**config.mk**
```make
export PLATFORM = sky130hd
export DESIGN_NAME = chl_sequencer
export DESIGN_NICKNAME = d
export VERILOG_FILES = /design/src/logic/chl_pkg.sv /design/src/logic/chl_cursor_counter.sv /design/src/logic/chl_sequencer.sv
export SDC_FILE = /design/constraint.sdc
export NUM_CORES = 1
export LEC_CHECK = 0
export BUFFER_PORTS_ARGS = -buffer_cell sky130_fd_sc_hd__buf_2
export CAP_MARGIN = 0
export CORE_UTILIZATION = 30
export CTS_CLUSTER_SIZE = 28
export DETAILED_ROUTE_END_ITERATION = 6
export SLEW_MARGIN = 20
export SYNTH_ARGS = -nofsm -noshare
export SYNTH_HDL_FRONTEND = slang
export SYNTH_SLANG_ARGS = --single-unit
```
**constraint.sdc**
```tcl
create_clock -name clk -period 1.9 [get_ports clk]
set_input_delay 0.095 -clock clk [delete_from_list [all_inputs] [get_ports clk]]
set_output_delay 0.095 -clock clk [all_outputs]
set_load 0.02 [all_outputs]
```
**src/logic/chl_pkg.sv**
```systemverilog
// Constants, types and carriers for the home, clear and insert-line sequencer.
// What this block does
// - Seven steps advance in order on phase one.
// - Home leaves cursor at column zero, row zero.
// - Host home clears counters without running steps.
// - Keyboard home clears both counters step four.
// - Host strobes OR with sequencer clears.
// - Bright-only clear spares low-intensity locations.
// - Total clear skips the intensity test.
// - Clears accepted alike from keyboard or host.
// - Clear or insert step one suspends refresh until routine ends.
// - Clear step two homes both counters.
// - Clear step three writes blank when allowed.
// - Clear step four advances column, reads, carries.
// - Clear loops to step three until home.
// - Insert line rolls rows down, blanks cursor row.
// - Insert step one zeroes column, stores row.
// - Insert step three leaves counters at full count.
// - Rows above 26 still stepped through.
// - Insert step four moves up, reads on phase six.
// - Insert step five moves down, copies data.
// - Copied data written, blank on start line.
// - Insert ends at step six on start, column zero.
// - Insert step seven decrements column, borrow steps row.
// - Counters step on phase three count pulse.
`default_nettype none

package chl_pkg;

    localparam int             COL_W      = 7;
    localparam int             ROW_W      = 5;
    localparam int             CHAR_W     = 8;
    localparam int             PHASE_W    = 3;
    localparam int             BRIGHT_BIT = 7;
    localparam logic [6:0]     COL_ZERO   = 7'h00;
    localparam logic [6:0]     COL_LAST   = 7'h49;
    localparam logic [6:0]     COL_FULL   = 7'h7F;
    localparam logic [4:0]     ROW_ZERO   = 5'h00;
    localparam logic [4:0]     ROW_LAST   = 5'h1A;
    localparam logic [4:0]     ROW_FULL   = 5'h1F;
    localparam logic [2:0]     PH1        = 3'h0;
    localparam logic [2:0]     PH2        = 3'h1;
    localparam logic [2:0]     PH3        = 3'h2;
    localparam logic [2:0]     PH5        = 3'h4;
    localparam logic [2:0]     PH6        = 3'h5;
    localparam logic [7:0]     BLANK_CHAR = 8'hA0;
    localparam logic [7:0]     DATA_RESET = 8'h00;

    typedef enum logic [3:0] {
        CHL_IDLE, CHL_S1, CHL_S2, CHL_S3, CHL_S4, CHL_S5, CHL_S6, CHL_S7
    } chl_step_t;

    typedef enum logic [2:0] {
        CHL_FN_NONE, CHL_FN_HOME, CHL_FN_CLR_BRIGHT, CHL_FN_CLR_TOTAL, CHL_FN_INSERT
    } chl_func_t;

    typedef struct packed {
        logic bright_only_clear;
        logic total_clear;
        logic insert_line;
    } chl_req_t;

    typedef struct packed {
        logic       read;
        logic       write;
        logic [7:0] data;
    } chl_mem_cmd_t;

endpackage : chl_pkg

`default_nettype wire

```
**src/logic/chl_cursor_counter.sv**
```systemverilog
// Up/down cursor counter with clear, carry and borrow.
`timescale 1ns/100ps
`default_nettype none

module chl_cursor_counter #(
    parameter int               WIDTH = 7,
    parameter logic [WIDTH-1:0] LAST  = '1
) (
    input  wire logic             clk,
    input  wire logic             reset,
    input  wire logic             clear,
    input  wire logic             count_pulse,
    input  wire logic             up,
    input  wire logic             down,
    input  wire logic             wrap,
    output logic [WIDTH-1:0]      value,
    output logic                  carry,
    output logic                  borrow
);

    logic [WIDTH-1:0] value_r;
    logic [WIDTH-1:0] value_nxt;

    if (WIDTH < 2) begin : g_chk
        $error("chl_cursor_counter: WIDTH too small");
    end

    assign carry  = up && (value_r == LAST);
    assign borrow = down && (value_r == '0);
    assign value  = value_r;

    always_comb begin
        value_nxt = value_r;
        if (clear) begin
            value_nxt = '0;
        end else if (count_pulse && up) begin
            value_nxt = (wrap && carry) ? '0 : value_r + 1'b1;
        end else if (count_pulse && down) begin
            value_nxt = value_r - 1'b1;
        end
    end

    always_ff @(posedge clk) begin
        if (reset) begin
            value_r <= '0;
        end else begin
            value_r <= value_nxt;
        end
    end

endmodule : chl_cursor_counter

`default_nettype wire

```
**src/logic/chl_sequencer.sv**
```systemverilog
// Step sequencer for cursor home, screen clear and insert line.
`timescale 1ns/100ps
`default_nettype none

module chl_sequencer (
    input  wire logic                  clk,
    input  wire logic                  reset,
    input  wire logic                  kb_home,
    input  wire chl_pkg::chl_req_t     kb_req,
    input  wire chl_pkg::chl_req_t     host_req,
    input  wire logic                  host_column_zero_strobe,
    input  wire logic                  host_row_zero_strobe,
    input  wire logic [7:0]            mem_read_data,
    output chl_pkg::chl_mem_cmd_t      mem_cmd,
    output logic                       refresh_skip,
    output logic                       busy,
    output logic                       cursor_count_pulse,
    output logic [6:0]                 cursor_column_counter,
    output logic [4:0]                 cursor_row_counter
);

    logic [2:0]            phase_r;
    logic [2:0]            phase_nxt;
    chl_pkg::chl_step_t    step_r;
    chl_pkg::chl_step_t    step_nxt;
    chl_pkg::chl_func_t    func_r;
    chl_pkg::chl_func_t    func_nxt;
    logic [4:0]            start_row_r;
    logic [4:0]            start_row_nxt;
    logic [4:0]            line_repeat_r;
    logic [4:0]            line_repeat_nxt;
    logic                  refresh_skip_r;
    logic                  refresh_skip_nxt;
    chl_pkg::chl_mem_cmd_t mem_cmd_r;
    chl_pkg::chl_mem_cmd_t mem_cmd_nxt;

    logic ph1, ph2, ph3, ph5, ph6;
    logic fn_home, fn_clear, fn_total, fn_insert;
    logic bright_only_clear, total_clear, insert_line;
    logic at_home, start_coinc, bright_intensity_flag;
    logic col_clear, row_clear, col_up, col_down, row_up, row_down;
    logic col_carry, column_underflow, row_carry_unused, row_borrow_unused;
    logic [6:0] col;
    logic [4:0] row;

    assign ph1 = (phase_r == chl_pkg::PH1);
    assign ph2 = (phase_r == chl_pkg::PH2);
    assign ph3 = (phase_r == chl_pkg::PH3);
    assign ph5 = (phase_r == chl_pkg::PH5);
    assign ph6 = (phase_r == chl_pkg::PH6);

    assign fn_home   = (func_r == chl_pkg::CHL_FN_HOME);
    assign fn_total  = (func_r == chl_pkg::CHL_FN_CLR_TOTAL);
    assign fn_clear  = fn_total || (func_r == chl_pkg::CHL_FN_CLR_BRIGHT);
    assign fn_insert = (func_r == chl_pkg::CHL_FN_INSERT);

    // Either source of a request starts the same routine.
    assign bright_only_clear = kb_req.bright_only_clear || host_req.bright_only_clear;
    assign total_clear       = kb_req.total_clear || host_req.total_clear;
    assign insert_line       = kb_req.insert_line || host_req.insert_line;

    assign at_home               = (col == chl_pkg::COL_ZERO) && (row == chl_pkg::ROW_ZERO);
    assign start_coinc           = (line_repeat_r == start_row_r);
    assign bright_intensity_flag = mem_read_data[chl_pkg::BRIGHT_BIT];

    // Phase counter: six timing phases per step, free running.
    always_comb begin
        phase_nxt = ph6 ? chl_pkg::PH1 : phase_r + 3'h1;
    end

    always_ff @(posedge clk) begin
        if (reset) begin
            phase_r <= chl_pkg::PH1;
        end else begin
            phase_r <= phase_nxt;
        end
    end

    // Requests are taken only while idle; the step runs from the next first phase.
    always_comb begin
        step_nxt = step_r;
        func_nxt = func_r;
        if (step_r == chl_pkg::CHL_IDLE && func_r == chl_pkg::CHL_FN_NONE) begin
            if (insert_line) begin
                func_nxt = chl_pkg::CHL_FN_INSERT;
            end else if (total_clear) begin
                func_nxt = chl_pkg::CHL_FN_CLR_TOTAL;
            end else if (bright_only_clear) begin
                func_nxt = chl_pkg::CHL_FN_CLR_BRIGHT;
            end else if (kb_home) begin
                func_nxt = chl_pkg::CHL_FN_HOME;
            end
        end
        if (ph6) begin
            case (step_r)
                chl_pkg::CHL_IDLE: begin
                    if (func_r != chl_pkg::CHL_FN_NONE) begin
                        step_nxt = chl_pkg::CHL_S1;
                    end
                end
                chl_pkg::CHL_S1: step_nxt = chl_pkg::CHL_S2;
                chl_pkg::CHL_S2: step_nxt = chl_pkg::CHL_S3;
                chl_pkg::CHL_S3: step_nxt = chl_pkg::CHL_S4;
                chl_pkg::CHL_S4: step_nxt = chl_pkg::CHL_S5;
                chl_pkg::CHL_S5: begin
                    step_nxt = (fn_clear && !at_home) ? chl_pkg::CHL_S3 : chl_pkg::CHL_S6;
                end
                chl_pkg::CHL_S6: begin
                    if (fn_insert && start_coinc && col == chl_pkg::COL_ZERO) begin
                        step_nxt = chl_pkg::CHL_IDLE;
                        func_nxt = chl_pkg::CHL_FN_NONE;
                    end else begin
                        step_nxt = chl_pkg::CHL_S7;
                    end
                end
                chl_pkg::CHL_S7: begin
                    if (fn_insert) begin
                        step_nxt = chl_pkg::CHL_S4;
                    end else begin
                        step_nxt = chl_pkg::CHL_IDLE;
                        func_nxt = chl_pkg::CHL_FN_NONE;
                    end
                end
                default: begin
                    step_nxt = chl_pkg::CHL_IDLE;
                    func_nxt = chl_pkg::CHL_FN_NONE;
                end
            endcase
        end
    end

    always_ff @(posedge clk) begin
        if (reset) begin
            step_r <= chl_pkg::CHL_IDLE;
            func_r <= chl_pkg::CHL_FN_NONE;
        end else begin
            step_r <= step_nxt;
            func_r <= func_nxt;
        end
    end

    // Counter controls. Host strobes act at any time, even mid-routine.
    always_comb begin
        col_clear = host_column_zero_strobe
                 || (fn_home && step_r == chl_pkg::CHL_S4 && ph1)
                 || (fn_clear && step_r == chl_pkg::CHL_S2 && ph2)
                 || (fn_insert && step_r == chl_pkg::CHL_S1 && ph2);
        row_clear = host_row_zero_strobe
                 || (fn_home && step_r == chl_pkg::CHL_S4 && ph1)
                 || (fn_clear && step_r == chl_pkg::CHL_S2 && ph2)
                 || (fn_insert && step_r == chl_pkg::CHL_S3 && ph2);
        col_up   = fn_clear && step_r == chl_pkg::CHL_S4;
        col_down = fn_insert && (step_r == chl_pkg::CHL_S3 || step_r == chl_pkg::CHL_S7);
        row_up   = (fn_insert && step_r == chl_pkg::CHL_S5) || col_carry;
        row_down = (fn_insert && step_r == chl_pkg::CHL_S4) || column_underflow;
        cursor_count_pulse = ph3 && (col_up || col_down || row_up || row_down);
    end

    chl_cursor_counter #(
        .WIDTH (chl_pkg::COL_W),
        .LAST  (chl_pkg::COL_LAST)
    ) u_column (
        .clk         (clk),
        .reset       (reset),
        .clear       (col_clear),
        .count_pulse (cursor_count_pulse),
        .up          (col_up),
        .down        (col_down),
        .wrap        (fn_clear),
        .value       (col),
        .carry       (col_carry),
        .borrow      (column_underflow)
    );

    // Rows above the last still count so the insert loop can walk down to it.
    chl_cursor_counter #(
        .WIDTH (chl_pkg::ROW_W),
        .LAST  (chl_pkg::ROW_LAST)
    ) u_row (
        .clk         (clk),
        .reset       (reset),
        .clear       (row_clear),
        .count_pulse (cursor_count_pulse),
        .up          (row_up),
        .down        (row_down),
        .wrap        (fn_clear),
        .value       (row),
        .carry       (row_carry_unused),
        .borrow      (row_borrow_unused)
    );

    assign cursor_column_counter = col;
    assign cursor_row_counter    = row;

    // Line repeat counter tracks the row being rewritten; coincidence marks the start line.
    always_comb begin
        start_row_nxt   = start_row_r;
        line_repeat_nxt = line_repeat_r;
        if (fn_insert && ph2) begin
            if (step_r == chl_pkg::CHL_S1) begin
                start_row_nxt = row;
            end else if (step_r == chl_pkg::CHL_S3) begin
                line_repeat_nxt = chl_pkg::ROW_FULL;
            end else if (step_r == chl_pkg::CHL_S7 && col == chl_pkg::COL_ZERO) begin
                line_repeat_nxt = line_repeat_r - 5'h01;
            end
        end
    end

    always_ff @(posedge clk) begin
        if (reset) begin
            start_row_r   <= chl_pkg::ROW_ZERO;
            line_repeat_r <= chl_pkg::ROW_ZERO;
        end else begin
            start_row_r   <= start_row_nxt;
            line_repeat_r <= line_repeat_nxt;
        end
    end

    // Refresh is suspended from step one to the end of a clear or insert.
    always_comb begin
        refresh_skip_nxt = refresh_skip_r;
        if (step_r == chl_pkg::CHL_S1 && ph1 && (fn_clear || fn_insert)) begin
            refresh_skip_nxt = 1'b1;
        end else if (step_r != chl_pkg::CHL_IDLE && step_nxt == chl_pkg::CHL_IDLE) begin
            refresh_skip_nxt = 1'b0;
        end
    end

    always_ff @(posedge clk) begin
        if (reset) begin
            refresh_skip_r <= 1'b0;
        end else begin
            refresh_skip_r <= refresh_skip_nxt;
        end
    end

    // Memory commands are decided in phase five and stand during phase six.
    always_comb begin
        mem_cmd_nxt       = mem_cmd_r;
        mem_cmd_nxt.read  = 1'b0;
        mem_cmd_nxt.write = 1'b0;
        if (ph5 && fn_clear) begin
            if (step_r == chl_pkg::CHL_S2 || step_r == chl_pkg::CHL_S4) begin
                mem_cmd_nxt.read = 1'b1;
            end else if (step_r == chl_pkg::CHL_S3 && (fn_total || bright_intensity_flag)) begin
                mem_cmd_nxt.write = 1'b1;
                mem_cmd_nxt.data  = chl_pkg::BLANK_CHAR;
            end
        end else if (ph5 && fn_insert) begin
            if (step_r == chl_pkg::CHL_S4) begin
                mem_cmd_nxt.read = 1'b1;
            end else if (step_r == chl_pkg::CHL_S5) begin
                mem_cmd_nxt.write = 1'b1;
                mem_cmd_nxt.data  = start_coinc ? chl_pkg::BLANK_CHAR : mem_read_data;
            end
        end
    end

    always_ff @(posedge clk) begin
        if (reset) begin
            mem_cmd_r <= '{read: 1'b0, write: 1'b0, data: chl_pkg::DATA_RESET};
        end else begin
            mem_cmd_r <= mem_cmd_nxt;
        end
    end

    assign mem_cmd      = mem_cmd_r;
    assign refresh_skip = refresh_skip_r;
    assign busy         = (step_r != chl_pkg::CHL_IDLE) || (func_r != chl_pkg::CHL_FN_NONE);
endmodule : chl_sequencer

`default_nettype wire

```
After elaboration in Yosys (flattened, before gate mapping)
Cells that the tools add are included.
{"block": "totals", "romBits": 0, "wordCells": 150, "mem_bits_rw": 0, "latchBits": 0, "out_inout_bits": 25, "mem_count": 0, "input_bits": 19, "ff_bits": 43}
{"block": "op_classes", "n_addsub": 6, "bitwise_logic": 1, "n_eq_ne": 21, "n_reduce_logical": 77, "muxes": 34, "shift": 0, "multipliers": 0, "order_cmp": 0, "div": 0}
{"cell": "9-bit two-way mux", "count": 4}
{"cell": "1-bit logical AND", "count": 35}
{"cell": "3-bit two-way mux", "count": 11}
{"cell": "4-bit one-hot mux with 8 select lines", "count": 1}
{"cell": "5-bit two-way mux", "count": 5}
{"cell": "7-bit two-way mux", "count": 3}
{"cell": "1-bit logical OR", "count": 20}
{"cell": "10-bit two-way mux", "count": 2}
{"cell": "4-bit by 3-bit == test with 1-bit output (second input constant)", "count": 4}
{"cell": "2-bit nonzero test", "count": 6}
{"cell": "5-bit by 1-bit subtractor with 5-bit output (second input constant)", "count": 2}
{"cell": "3-bit by 2-bit == test with 1-bit output (second input constant)", "count": 3}
{"cell": "3-bit == test (second input constant)", "count": 3}
{"cell": "3-bit one-hot mux with 3 select lines", "count": 1}
{"cell": "4-bit by 2-bit == test with 1-bit output (second input constant)", "count": 2}
{"cell": "4-bit zero test", "count": 2}
{"cell": "4-bit two-way mux", "count": 2}
{"cell": "8-bit two-way mux", "count": 1}
{"cell": "7-bit by 1-bit adder with 7-bit output (second input constant)", "count": 1}
{"cell": "7-bit == test (second input constant)", "count": 1}
{"cell": "7-bit zero test", "count": 1}
{"cell": "7-bit by 1-bit subtractor with 7-bit output (second input constant)", "count": 1}
{"cell": "3-bit by 1-bit == test with 1-bit output (second input constant)", "count": 2}
{"cell": "3-bit zero test", "count": 2}
{"cell": "other kinds (18)", "count": 24}

Logic depth before layout (Yosys ltp)
Gate-level depths: netlist (run 1).
{"block": "logic_depth", "depth_word": 11, "mapped_depth": 9, "mapped_depth_nobuf": 9}

By module
From an unflattened synthesis (run 1), not the netlist that was laid out.
{"block": "hier_totals", "cells_unflattened": 347, "area_unflattened_um2": 2881.5}
{"mod": "chl_sequencer", "instances": 1, "area_per_inst_um2": 1820.5, "cells_each": 212, "seq_area_each_um2": 620.6}
{"mod": "chl_cursor_counter (u_column)", "instances": 1, "area_per_inst_um2": 641.9, "cells_each": 86, "seq_area_each_um2": 140.1}
{"mod": "chl_cursor_counter (u_row)", "instances": 1, "area_per_inst_um2": 419.2, "cells_each": 49, "seq_area_each_um2": 100.1}

Least setup slack after synthesis (run 1)
Ideal clock, no wire load.
{"block": "synth_timing", "path_type": "reg-to-reg", "from": "reg u_column.value_r[1], in the netlist u_column.value[1]", "to": "reg line_repeat_r[4]", "arrival_time_ns": 2.046, "period_less_slack_ns": 2.179, "setup_slack_ns": -0.279, "stages_incl_launch_ff": 9, "setup_ns": 0.132, "required_time_ns": 1.768, "n_path_buf": 0, "path_cell_list": "dfxtp_1 inv_1 ha_1 or4b_1 o21ai_0 nor4b_4 and4bb_1 xnor2_1 a21oi_1"}
{"block": "synth_between", "elab_chain_len": 4}
{"item": "start: declaration", "line_no": "chl_cursor_counter.sv:21", "text": "logic [WIDTH-1:0] value_r;"}
{"item": "start signal: assignment", "line_no": "chl_cursor_counter.sv:47", "text": "value_r <= value_nxt;"}
{"item": "7-bit zero test", "line_no": "chl_sequencer.sv:204", "text": "end else if (step_r == chl_pkg::CHL_S7 && col == chl_pkg::COL_ZERO) begin"}
{"item": "1-bit logical AND", "line_no": "chl_sequencer.sv:204"}
{"item": "2-bit nonzero test (no line)"}
{"item": "3-bit AND reduction (no line)"}
{"item": "end signal: assignment", "line_no": "chl_sequencer.sv:213", "text": "line_repeat_r <= chl_pkg::ROW_ZERO;"}
{"item": "end signal: assignment", "line_no": "chl_sequencer.sv:216", "text": "line_repeat_r <= line_repeat_nxt;"}
{"item": "end: declaration", "line_no": "chl_sequencer.sv:30", "text": "logic [4:0] line_repeat_r;"}
No other way between the ends.
A chain may end at the register's enable or synchronous reset.

Final worst setup path (run 1)
{"block": "layout_timing", "from": "reg u_column.value_r[1], in the netlist u_column.value[1]", "to": "reg u_row.value_r[0], in the netlist u_row.value[0]"}
{"block": "layout_between", "elab_chain_len": 8, "word_cells_on_any_way": 16, "classes_between": "1 x eq/ne; 2 x mux; 13 x reduce/logical"}
{"item": "7-bit == test", "line_no": "chl_cursor_counter.sv:28", "text": "assign carry = up && (value_r == LAST);"}
{"item": "1-bit logical AND", "line_no": "chl_cursor_counter.sv:28"}
{"item": "1-bit logical OR", "line_no": "chl_sequencer.sv:154", "text": "row_up = (fn_insert && step_r == chl_pkg::CHL_S5) || col_carry;"}
{"item": "1-bit logical OR (2 in a row)", "line_no": "chl_sequencer.sv:156", "text": "cursor_count_pulse = ph3 && (col_up || col_down || row_up || row_down);"}
{"item": "1-bit logical AND", "line_no": "chl_sequencer.sv:156"}
{"item": "1-bit logical AND, on equally long branches", "line_no": "chl_cursor_counter.sv:36, chl_cursor_counter.sv:38"}
{"item": "5-bit two-way mux or 2-bit nonzero test (tied branches)"}
{"item": "end signal: assignment", "line_no": "chl_cursor_counter.sv:47"}
{"item": "end: declaration", "line_no": "chl_cursor_counter.sv:21"}
Parallel ways exist; a longest one is shown, timed or not.

==> results of run 1 <==
[logic make-up (layout without fill, tap and decap cells)]
| group | count (synthesis) | in the layout | synth area share (%) |
|---|---|---|---|
| mux | 5 | 5 | 1.951 |
| flops | 43 | 43 | 33.56 |
| fa+ha+maj | 12 | 12 | 5.854 |
| buf+inv | 30 | 129 | 4.683 |
| xor+xnor | 10 | 10 | 3.414 |
| simple gates | 147 | 147 | 30.68 |
| compound gates | 72 | 72 | 19.85 |
[worst max-delay path, delay by kind of cell, from the launching register on]
kind / cells / cell delay [ns]
AND/OR/NAND/NOR: 3 / 0.78
AO/OA/AOI/OAI: 3 / 0.56
adder cells (fa/ha/maj): 1 / 0.10
flip-flops: 1 / 0.36
buffers and inverters: 2 / 0.17
[cells in the final DEF, fill, tap and decap left out, types with 3 or more instances in the layout]
master / instances
a211oi_2: 3
and3_1: 7
clkbuf_8: 5
o21ai_0: 6
nor3_1: 13
nand2_1: 25
a21oi_1: 16
nor2b_1: 8
buf_2: 43
nor2_1: 39
xnor2_1: 6
dfxtp_1: 36
mux2i_1: 5
nor3_2: 3
a31oi_1: 5
o21ai_2: 4
inv_1: 14
nand3_1: 15
xor2_1: 4
buf_4: 56
dfxtp_2: 5
buf_6: 5
ha_1: 9
and2_1: 3
nand2b_1: 6
a21o_1: 4
a22oi_1: 7
nand4_1: 5
[state kept, by name, summed over array words and instances, names as in the netlist]
name	cells
mem_cmd	10
u_column.value	7
line_repeat_r	5
start_row_r	5
u_row.value	5
step_r	4
func_r	3
phase_r	3
refresh_skip	1
[worst max-delay path by stage]
stage | from | end | slack (ns) | cells past startpoint
detailed placement | u_column.value[1] | u_row.value[0] | -0.14 | 8
floorplan | u_column.value[1] | line_repeat_r[4] | -0.12 | 8
global route | u_column.value[1] | line_repeat_r[4] | -0.22 | 8
finish | u_column.value[1] | u_row.value[0] | -0.14 | 9
CTS | u_column.value[1] | u_row.value[0] | -0.09 | 8
global placement | u_column.value[1] | u_row.value[0] | -0.06 | 8
[routing by layer]
| metal | GRT usage [%] | wire (um) | vias to the layer above |
|---|---|---|---|
| met3 | 3.462 | 297 | 10 |
| met1 | 20.96 | 3414 | 1279 |
| li1 | - | - | 1337 |
| met4 | 5.808 | 104 | 0 |
| met5 | 0 | 0 | - |
| met2 | 27.90 | 3430 | 72 |
[synth_stat cells (3+ instances only)]
cell / count / area (um2)
nor2b_1: 8 / 50.05
mux2i_1: 5 / 50.05
a211oi_1: 4 / 30.03
dfxtp_1: 43 / 860.8
ha_1: 12 / 150.1
xnor2_1: 6 / 52.55
nand3_1: 16 / 80.08
nand4_1: 5 / 31.28
a21o_1: 4 / 30.03
a21oi_1: 17 / 85.08
clkbuf_1: 7 / 26.28
a311oi_1: 3 / 26.28
inv_1: 16 / 60.06
a22oi_1: 7 / 52.55
buf_2: 6 / 30.03
xor2_1: 4 / 35.03
nand2_1: 26 / 97.59
nand2b_1: 8 / 50.05
nor2_1: 41 / 153.9
nor3_1: 16 / 80.08
a31oi_1: 6 / 37.54
o21ai_0: 8 / 40.04
and2_1: 4 / 25.02
and3_1: 7 / 43.79
[repair_timing]
action	in CTS	in global routing
setup endpoints to repair	21	33
pin swaps	7	21
resized for setup	10	32
buffers inserted	1	4
[stage by stage]
stage / cell area, um2 / worst slack [ns] / cells
after floorplan: 2591 / -0.1166 / 319
after global placement: 3302 / -0.05697 / 510
after detailed placement: 3302 / -0.1418 / 510
after CTS: 3432 / -0.09204 / 519
after global routing: 3620 / -0.2238 / 523
final: 3620 / -0.1366 / 523
[cell type report]
type                            instances  area (um2)
Clock buffer                            5       68.82
Clock inverter                          3       22.52
Multi-Input combinational cell        246        1764
Fill cell                             846        4638
Tap cell                              105       131.4
Sequential cell                        43       874.6
Inverter                               17       66.31
Timing Repair Buffer                  104       691.9
[power groups by stage]
stage | Clock, mW | Sequential, mW | Combinational (mW)
detailed placement | 0 | 0.944 | 0.203
global placement | 0 | 0.943 | 0.201
finish | 0.632 | 0.924 | 0.216
global route | 0.683 | 0.927 | 0.236
floorplan | 0 | 0.944 | 0.105
CTS | 0.652 | 0.923 | 0.206
==> results.toml, run 1 <==
[run_status]
status = "finished, violations left"
violations = "setup timing"

[sta]
period_needed_ns = 2.037
whs_ns = 0.02659
setup_tns_ns = -1.105
fmax_ghz = 0.4910
fin_ws_ns = -0.1366
rsz0062_at_grt = "true"
finalHoldViolCount = 0
maxSlewViolCount = 0
final-setup-viol-count = 14
worstMarginPinSlew_ns = 0.5261
finClkSkew_ns = 0.01236
slew-limit-headroom_pct = 64.65
period_share_pct = 107.2

[clock_tree]
cts_sinks = 43
htreeDepth = 2
clk_path_buf_depth = 2
ctsHoldBuffers = 0
worstSkewPairLatency_ns = 0.31
cts-root-buf = "clkbuf_8"
clkTransAtPathRegs_ns = 0.09
cts_tree = "done"
numCtsBuffers = 5

[power]
combinationalPowerShare_pct = 12.2
seq_power_share_pct = 52.2
ir_drop_mv = 0.2746
internal_power_mw = 1.278
p_total_mw = 1.772
swShare_pct = 27.85
power_frac_clock_pct = 35.7
p_per_area_mw_per_mm2 = 489.5
p_sw_mw = 0.4934
leakage_nw = 1.553

[place]
portBuffers = 43
finalWeightedCongestion = 0.8699
dp_hpwl_mm = 5.453

[synth]
netlist_instances = 319
yosysWarnings = 0
async_reset_ff_share_pct = 0
synth_nets = 350
synth_cell_types = 54
synth_ff_type = "dfxtp_1"
synth_seq_cells = 43
synth_seq_area_share_pct = 33.56
synth.avg_cell_area_um2 = 8.041
synth_edf_count = 0
syn_area_mm2 = 0.002565

[cells_and_area]
antenna_cells = 0
drive_above_1_share_pct = 37.56
layout.nets = 448
synthToLayoutAreaGrowth_pct = 41.12
utilization_pct = 43.83

[worst_hold_path]
hold_path.class = "input port to flop"
whs_endpoint = "mem_cmd[3]"
min_from = "mem_read_data[3]"
hold_depth = 3

[worst_setup_path]
path_cells = "inv_4 > buf_4 > ha_4 > and4b_1 > nand4_1 > a21oi_4 > o21ai_2 > or3_1 > a21boi_1"
start_kind = "flop"
critical_path_class = "flop to flop"
rr_startpoint = "u_column.value[1]"
r2r-end = "u_row.value[0]"
max_stage_delay_ns = 0.36
slowest_stage = "dfxtp_4"
r2r_cells = 9
worstPathRequired_ns = 2.14
cp_data_arrival_time_ns = 2.27
r2r_slack_ns = -0.14
end_kind = "flop"
critPathMaxFanout = 5

[grt]
grt_pass1_wl_mm = 11.56
grt_usage_pct = 16.61
grt_pass1_vias = 2473
grt_max_degree = 28
grt_overflow = 0
antenna_found_initial = 0

[routing]
vias_per_cell = 5.159
vias = 2698
drt_wl_total_mm = 7.246
wl_per_cell_um = 13.85
ant_nets = 0
dr.pass1.iters = 4
drt_iter0_markers = 153
drc = 0

[floorplan]
pin_count = 44
die_x_um = 94.47
die_height_um = 94.47
dieArea_mm2 = 0.008924
placementRows = 33
start_util_pct = 31.06
core-area_mm2 = 0.008258

[job]
maxCapViolations = 0
No activity file was read; power rests on OpenSTA's default activity.
==> inputs of run 2 (changes only) <==
--- a/config.mk
+++ b/config.mk
@@ -7,6 +7,7 @@
 export LEC_CHECK = 0
 export BUFFER_PORTS_ARGS = -buffer_cell sky130_fd_sc_hd__buf_2
 export CAP_MARGIN = 0
+export CORE_MARGIN = 10
 export CORE_UTILIZATION = 30
 export CTS_CLUSTER_SIZE = 28
 export DETAILED_ROUTE_END_ITERATION = 6
==> constraint.sdc (replaced) <==
create_clock -name clk -period 1.9 [get_ports clk]
set_input_delay 0.285 -clock clk [delete_from_list [all_inputs] [get_ports clk]]
set_output_delay 0.285 -clock clk [all_outputs]
set_load 0.02 [all_outputs]
==> run 2 against run 1 <==
  * The run still ends with setup timing left
  * Clock skew about the same
  * Cell area grew 4.3%
  * Clock power decreased by 2%
  * Core utilization rose by 1.9 points
  * Via count grew 1.1%
  * First-iteration DRC count decreased by 51%
  * Critical path depth is the same
  * Power rose by 1.8%
  * Routed wire length grew 7.5%
  * Largest cell class unchanged
  * Sequential power shrank 0.4%
  * Fmax grew 0.75%
==> results.toml, run 2 (synthesis results as in run 1) <==
[run_status]
status = "finished, violations left"
violations = "setup timing"

[routing]
vias_per_cell = 5.128
drt_wl_total_mm = 7.791
dr_wl_met3_um = 439
dr_wl_met2_mm = 3.687
dr.pass1.iters = 4
drt_iter0_markers = 75
drc = 0
vias = 2728
wl_per_cell_um = 14.64
drt-met1-wl_mm = 3.562
top_layer = "met4"
ant_nets = 0

[sta]
final-setup-viol-count = 13
rsz0062_at_grt = "true"
period_needed_ns = 2.021
setup_tns_ns = -0.7025
whs_ns = 0.2069
fin_ws_ns = -0.1214
slew-limit-headroom_pct = 61.31
period_share_pct = 106.4
finalHoldViolCount = 0
fmax_ghz = 0.4947
maxSlewViolCount = 0
finClkSkew_ns = 0.01198
worstMarginPinSlew_ns = 0.5760

[floorplan]
start_util_pct = 31.06
pin_count = 44
die_height_um = 112.5
die_x_um = 112.5
dieArea_mm2 = 0.01265
core-area_mm2 = 0.008258
placementRows = 33

[grt]
grt_overflow = 0
antenna_found_initial = 0
grt_pass1_wl_mm = 12.55
grt_usage_pct = 11.53
grt_pass1_vias = 2639
grt_max_degree = 28

[worst_setup_path]
slowest_stage = "or3_4"
critPathMaxFanout = 4
critical_path_class = "flop to flop"
end_kind = "flop"
crit_family = "simple AND/OR/NAND/NOR gates"
start_kind = "flop"
path_cells = "inv_4 > buf_6 > ha_4 > and4b_1 > nand4_1 > a21oi_4 > o21ai_2 > or3_4 > a21boi_2"
cp_data_arrival_time_ns = 2.26
crit_buf_inv = 2
worstPathRequired_ns = 2.14
max_stage_delay_ns = 0.38

[power]
p_per_area_mw_per_mm2 = 478.1
power_frac_clock_pct = 34.3
p_sw_mw = 0.4961
p_total_mw = 1.804
swShare_pct = 27.50
internal_power_mw = 1.308
seq_power_share_pct = 51.0
combinationalPowerShare_pct = 14.7
ir_drop_mv = 0.2593
leakage_nw = 1.607

[clock_tree]
cts_sinks = 43
clk_path_buf_depth = 2
worstSkewPairLatency_ns = 0.31
clkTransAtPathRegs_ns = 0.10
htreeDepth = 2
cts-root-buf = "clkbuf_8"
cts_tree = "done"
numCtsBuffers = 5

[job]
maxCapViolations = 0

[cells_and_area]
largest_reg_flops = 10
antenna_cells = 0
nFillCells = 806
drive_above_1_share_pct = 41.92
layout.nets = 457
most-common-layout-cells = "61 x buf_4, 41 x buf_2, 39 x nor2_1"
synthToLayoutAreaGrowth_pct = 47.12
final_common_cell = "buf_4"

[place]
finalWeightedCongestion = 0.9251
dp_hpwl_mm = 5.795
portBuffers = 43

[worst_hold_path]
hold_path.class = "input port to flop"
==> run 2: what timing repair did <==
action                                  in CTS  in global routing
hold buffers                                 0                  0
gates cloned                                 0                  0
endpoints found under the setup margin      23                 33
buffers inserted                             5                  5
pin swaps                                   18                 12
resized for setup                           26                 41
==> run 2: power by group through the flow <==
stage	registers (mW)	clock network (mW)	logic (mW)
floorplan	0.944	0	0.105
global placement	0.940	0	0.222
detailed placement	0.941	0	0.223
CTS	0.920	0.638	0.237
global route	0.922	0.683	0.292
finish	0.920	0.619	0.265
==> run 2: worst paths after layout <==
kind	start	end	slack, ns	depth (start not counted)
setup / recovery	u_column.value[1]	u_row.value[0]	-0.12	9
hold / removal	mem_read_data[2]	mem_cmd[2]	0.21	3
setup reg to reg	u_column.value[1]	u_row.value[0]	-0.12	9
hold reg to reg	mem_cmd[7]	mem_cmd[7]	0.47	2
==> run 2: layer usage <==
layer / track usage (%) / up-vias
met5: 0 / -
met4: 3.046 / 0
met3: 3.248 / 11
met2: 18.00 / 73
met1: 15.15 / 1288
li1: - / 1356
==> run 2: through the flow <==
stage | cell area [um2] | util [%] | std cells | setup WS [ns]
global placement | 3332 | 40.35 | 514 | -0.06148
global route | 3774 | 45.70 | 532 | -0.2351
floorplan | 2591 | - | 319 | -0.1166
CTS | 3568 | 43.21 | 527 | -0.06947
finish | 3774 | 45.70 | 532 | -0.1214
detailed placement | 3332 | 40.35 | 514 | -0.1187
==> run 2: area by class of cell <==
type	instances	area (um2)	area share, %
tap	105	131.4	3.481
inverter	17	68.82	1.824
clock buffer	5	68.82	1.824
multi-input combinational	246	1813	48.04
sequential	43	879.6	23.31
timing repair buffer	113	787.0	20.86
clock inverter	3	25.02	0.6631
==> run 2: worst register-to-register path, delay by kind of cell (launching register included) <==
kind                     cells  cell delay, ns
AND/OR/NAND/NOR              3            0.83
AO/OA/AOI/OAI                3            0.53
flip-flops                   1            0.36
buffers and inverters        2            0.16
adder cells (fa/ha/maj)      1            0.10
==> inputs of run 3 (changes only) <==
--- a/config.mk
+++ b/config.mk
@@ -9,8 +9,10 @@
 export CAP_MARGIN = 0
 export CORE_MARGIN = 10
 export CORE_UTILIZATION = 30
+export CTS_BUF_LIST = sky130_fd_sc_hd__clkbuf_8
 export CTS_CLUSTER_SIZE = 28
 export DETAILED_ROUTE_END_ITERATION = 6
+export SETUP_SLACK_MARGIN = 0.02
 export SLEW_MARGIN = 20
 export SYNTH_ARGS = -nofsm -noshare
 export SYNTH_HDL_FRONTEND = slang
==> run 3 against run 2 <==
  * The flow still finishes with violations (setup timing)
  * Register-to-register slack better by 0.04 ns
  * Fmax up 2.0%
  * Routed wire length up 1.3%
  * Cell count up 0.38%
  * Flip-flop and latch count unchanged
  * Via count up 0.18%
  * Critical path type unchanged
  * Critical endpoint is now line_repeat_r[4]
  * Largest cell class unchanged
  * Largest power group unchanged
==> results.toml, run 3 (synthesis results as in run 1) <==
[place]
portBuffers = 43
dp_hpwl_mm = 5.899
finalWeightedCongestion = 0.9361
pre_cts_ws_ns = -0.1010
placed_area_mm2 = 0.003347

[worst_setup_path]
worstPathRequired_ns = 2.09
cp_data_arrival_time_ns = 2.17
start_kind = "flop"
slowest_stage = "or4b_4"
max_stage_delay_ns = 0.48
critical_path_class = "flop to flop"
path_cells = "inv_4 > ha_4 > or4b_4 > o21ai_2 > nor4b_4 > and4bb_1 > xnor2_1 > a21oi_1"
end_kind = "flop"
critPathMaxFanout = 3

[floorplan]
dieArea_mm2 = 0.01265
die_height_um = 112.5
start_util_pct = 31.06
pin_count = 44
die_x_um = 112.5
placementRows = 33
core-area_mm2 = 0.008258

[cells_and_area]
final_cell_area_mm2 = 0.003851
nFillCells = 828
most-common-layout-cells = "63 x buf_4, 41 x buf_2, 39 x nor2_1"
layout.nets = 459
synthToLayoutAreaGrowth_pct = 50.15
final_common_cell = "buf_4"
drive_above_1_share_pct = 44.52
antenna_cells = 0
largest_reg_flops = 10

[sta]
rsz0062_at_grt = "true"
maxSlewViolCount = 0
setup_tns_ns = -0.3565
finalHoldViolCount = 0
worstMarginPinSlew_ns = 0.5607
finClkSkew_ns = 0.005271
fin_ws_ns = -0.08179
fmax_ghz = 0.5046
period_share_pct = 104.3
period_needed_ns = 1.982
slew-limit-headroom_pct = 62.34
final-setup-viol-count = 13

[routing]
ant_nets = 0
drc = 0
vias_per_cell = 5.118
wl_per_cell_um = 14.78
dr.pass1.iters = 4
vias = 2733
drt_iter0_markers = 115
drt_wl_total_mm = 7.894

[clock_tree]
ctsHoldBuffers = 0
cts-root-buf = "clkbuf_8"
cts_sinks = 43
worstSkewPairLatency_ns = 0.30
cts_tree = "done"
clkTransAtPathRegs_ns = 0.09
htreeDepth = 2
numCtsBuffers = 5
clk_path_buf_depth = 2

[grt]
antenna_found_initial = 0
grt_pass1_wl_mm = 12.51
grt_pass1_vias = 2633
grt_overflow = 0
grt_usage_pct = 11.53
grt_max_degree = 28

[power]
leakage_nw = 1.637
ir_drop_mv = 0.2854
p_per_area_mw_per_mm2 = 477.4
p_total_mw = 1.839

[job]
maxCapViolations = 0

[run_status]
violations = "setup timing"
status = "finished, violations left"

[worst_hold_path]
hold_path.class = "input port to flop"
[run 3: through the flow]
step | utilization [%] | std cells | hold WS [ns]
2_1_floorplan | - | 319 | 0.4333
6_report | 46.64 | 534 | 0.2097
3_5_place_dp | 40.53 | 516 | 0.4664
5_1_grt | 46.64 | 534 | 0.1993
4_1_cts | 43.17 | 527 | 0.2006
3_3_place_gp | 40.53 | 516 | 0.4525
[run 3: timing repair]
item,4_1_cts,5_1_grt
buffers inserted,3,6
pin swaps,19,34
endpoints found under the setup margin,25,33
gates cloned,0,1
gates resized for setup,27,55
[run 3: worst paths after layout]
path	from	endpoint	slack, ns	depth (start not counted)
max	u_column.value[1]	line_repeat_r[4]	-0.08	8
min	mem_read_data[0]	mem_cmd[0]	0.21	3
max reg2reg	u_column.value[1]	line_repeat_r[4]	-0.08	8
min reg2reg	mem_cmd[5]	mem_cmd[5]	0.48	2
[run 3: critical path, delay by kind of cell (launching register included)]
family	cells	cell delay, ns
xor+xnor	1	0.12
fa+ha+maj	1	0.12
flops	1	0.36
simple gates	3	0.99
buf+inv	1	0.07
compound gates	2	0.21
[run 3: layout make-up]
cell class                 instances  area (um2)  share of cell area, %
clock buffer                       5       68.82                  1.787
clock inverter                     3       22.52                 0.5848
inverter                          17       68.82                  1.787
multi-input combinational        246        1873                  48.64
sequential                        43       884.6                  22.97
tap                              105       131.4                  3.411
timing repair buffer             115       802.0                  20.83
[run 3: report_power, final]
| group | internal [mW] | leakage (nW) | switching [mW] |
|---|---|---|---|
| registers | 0.910 | 0.353 | 0.0130 |
| logic | 0.149 | 1.24 | 0.144 |
| clock network | 0.265 | 0.0451 | 0.358 |
| total | 1.32 | 1.64 | 0.515 |
[run 3: layer usage]
layer  wire length, um  track usage (%)  up-vias
met2              3695            17.88       68
met1              3739            15.38     1301
met3               381            2.769        6
met5                 0                0        -
li1                  -                -     1358
met4                78            3.469        0
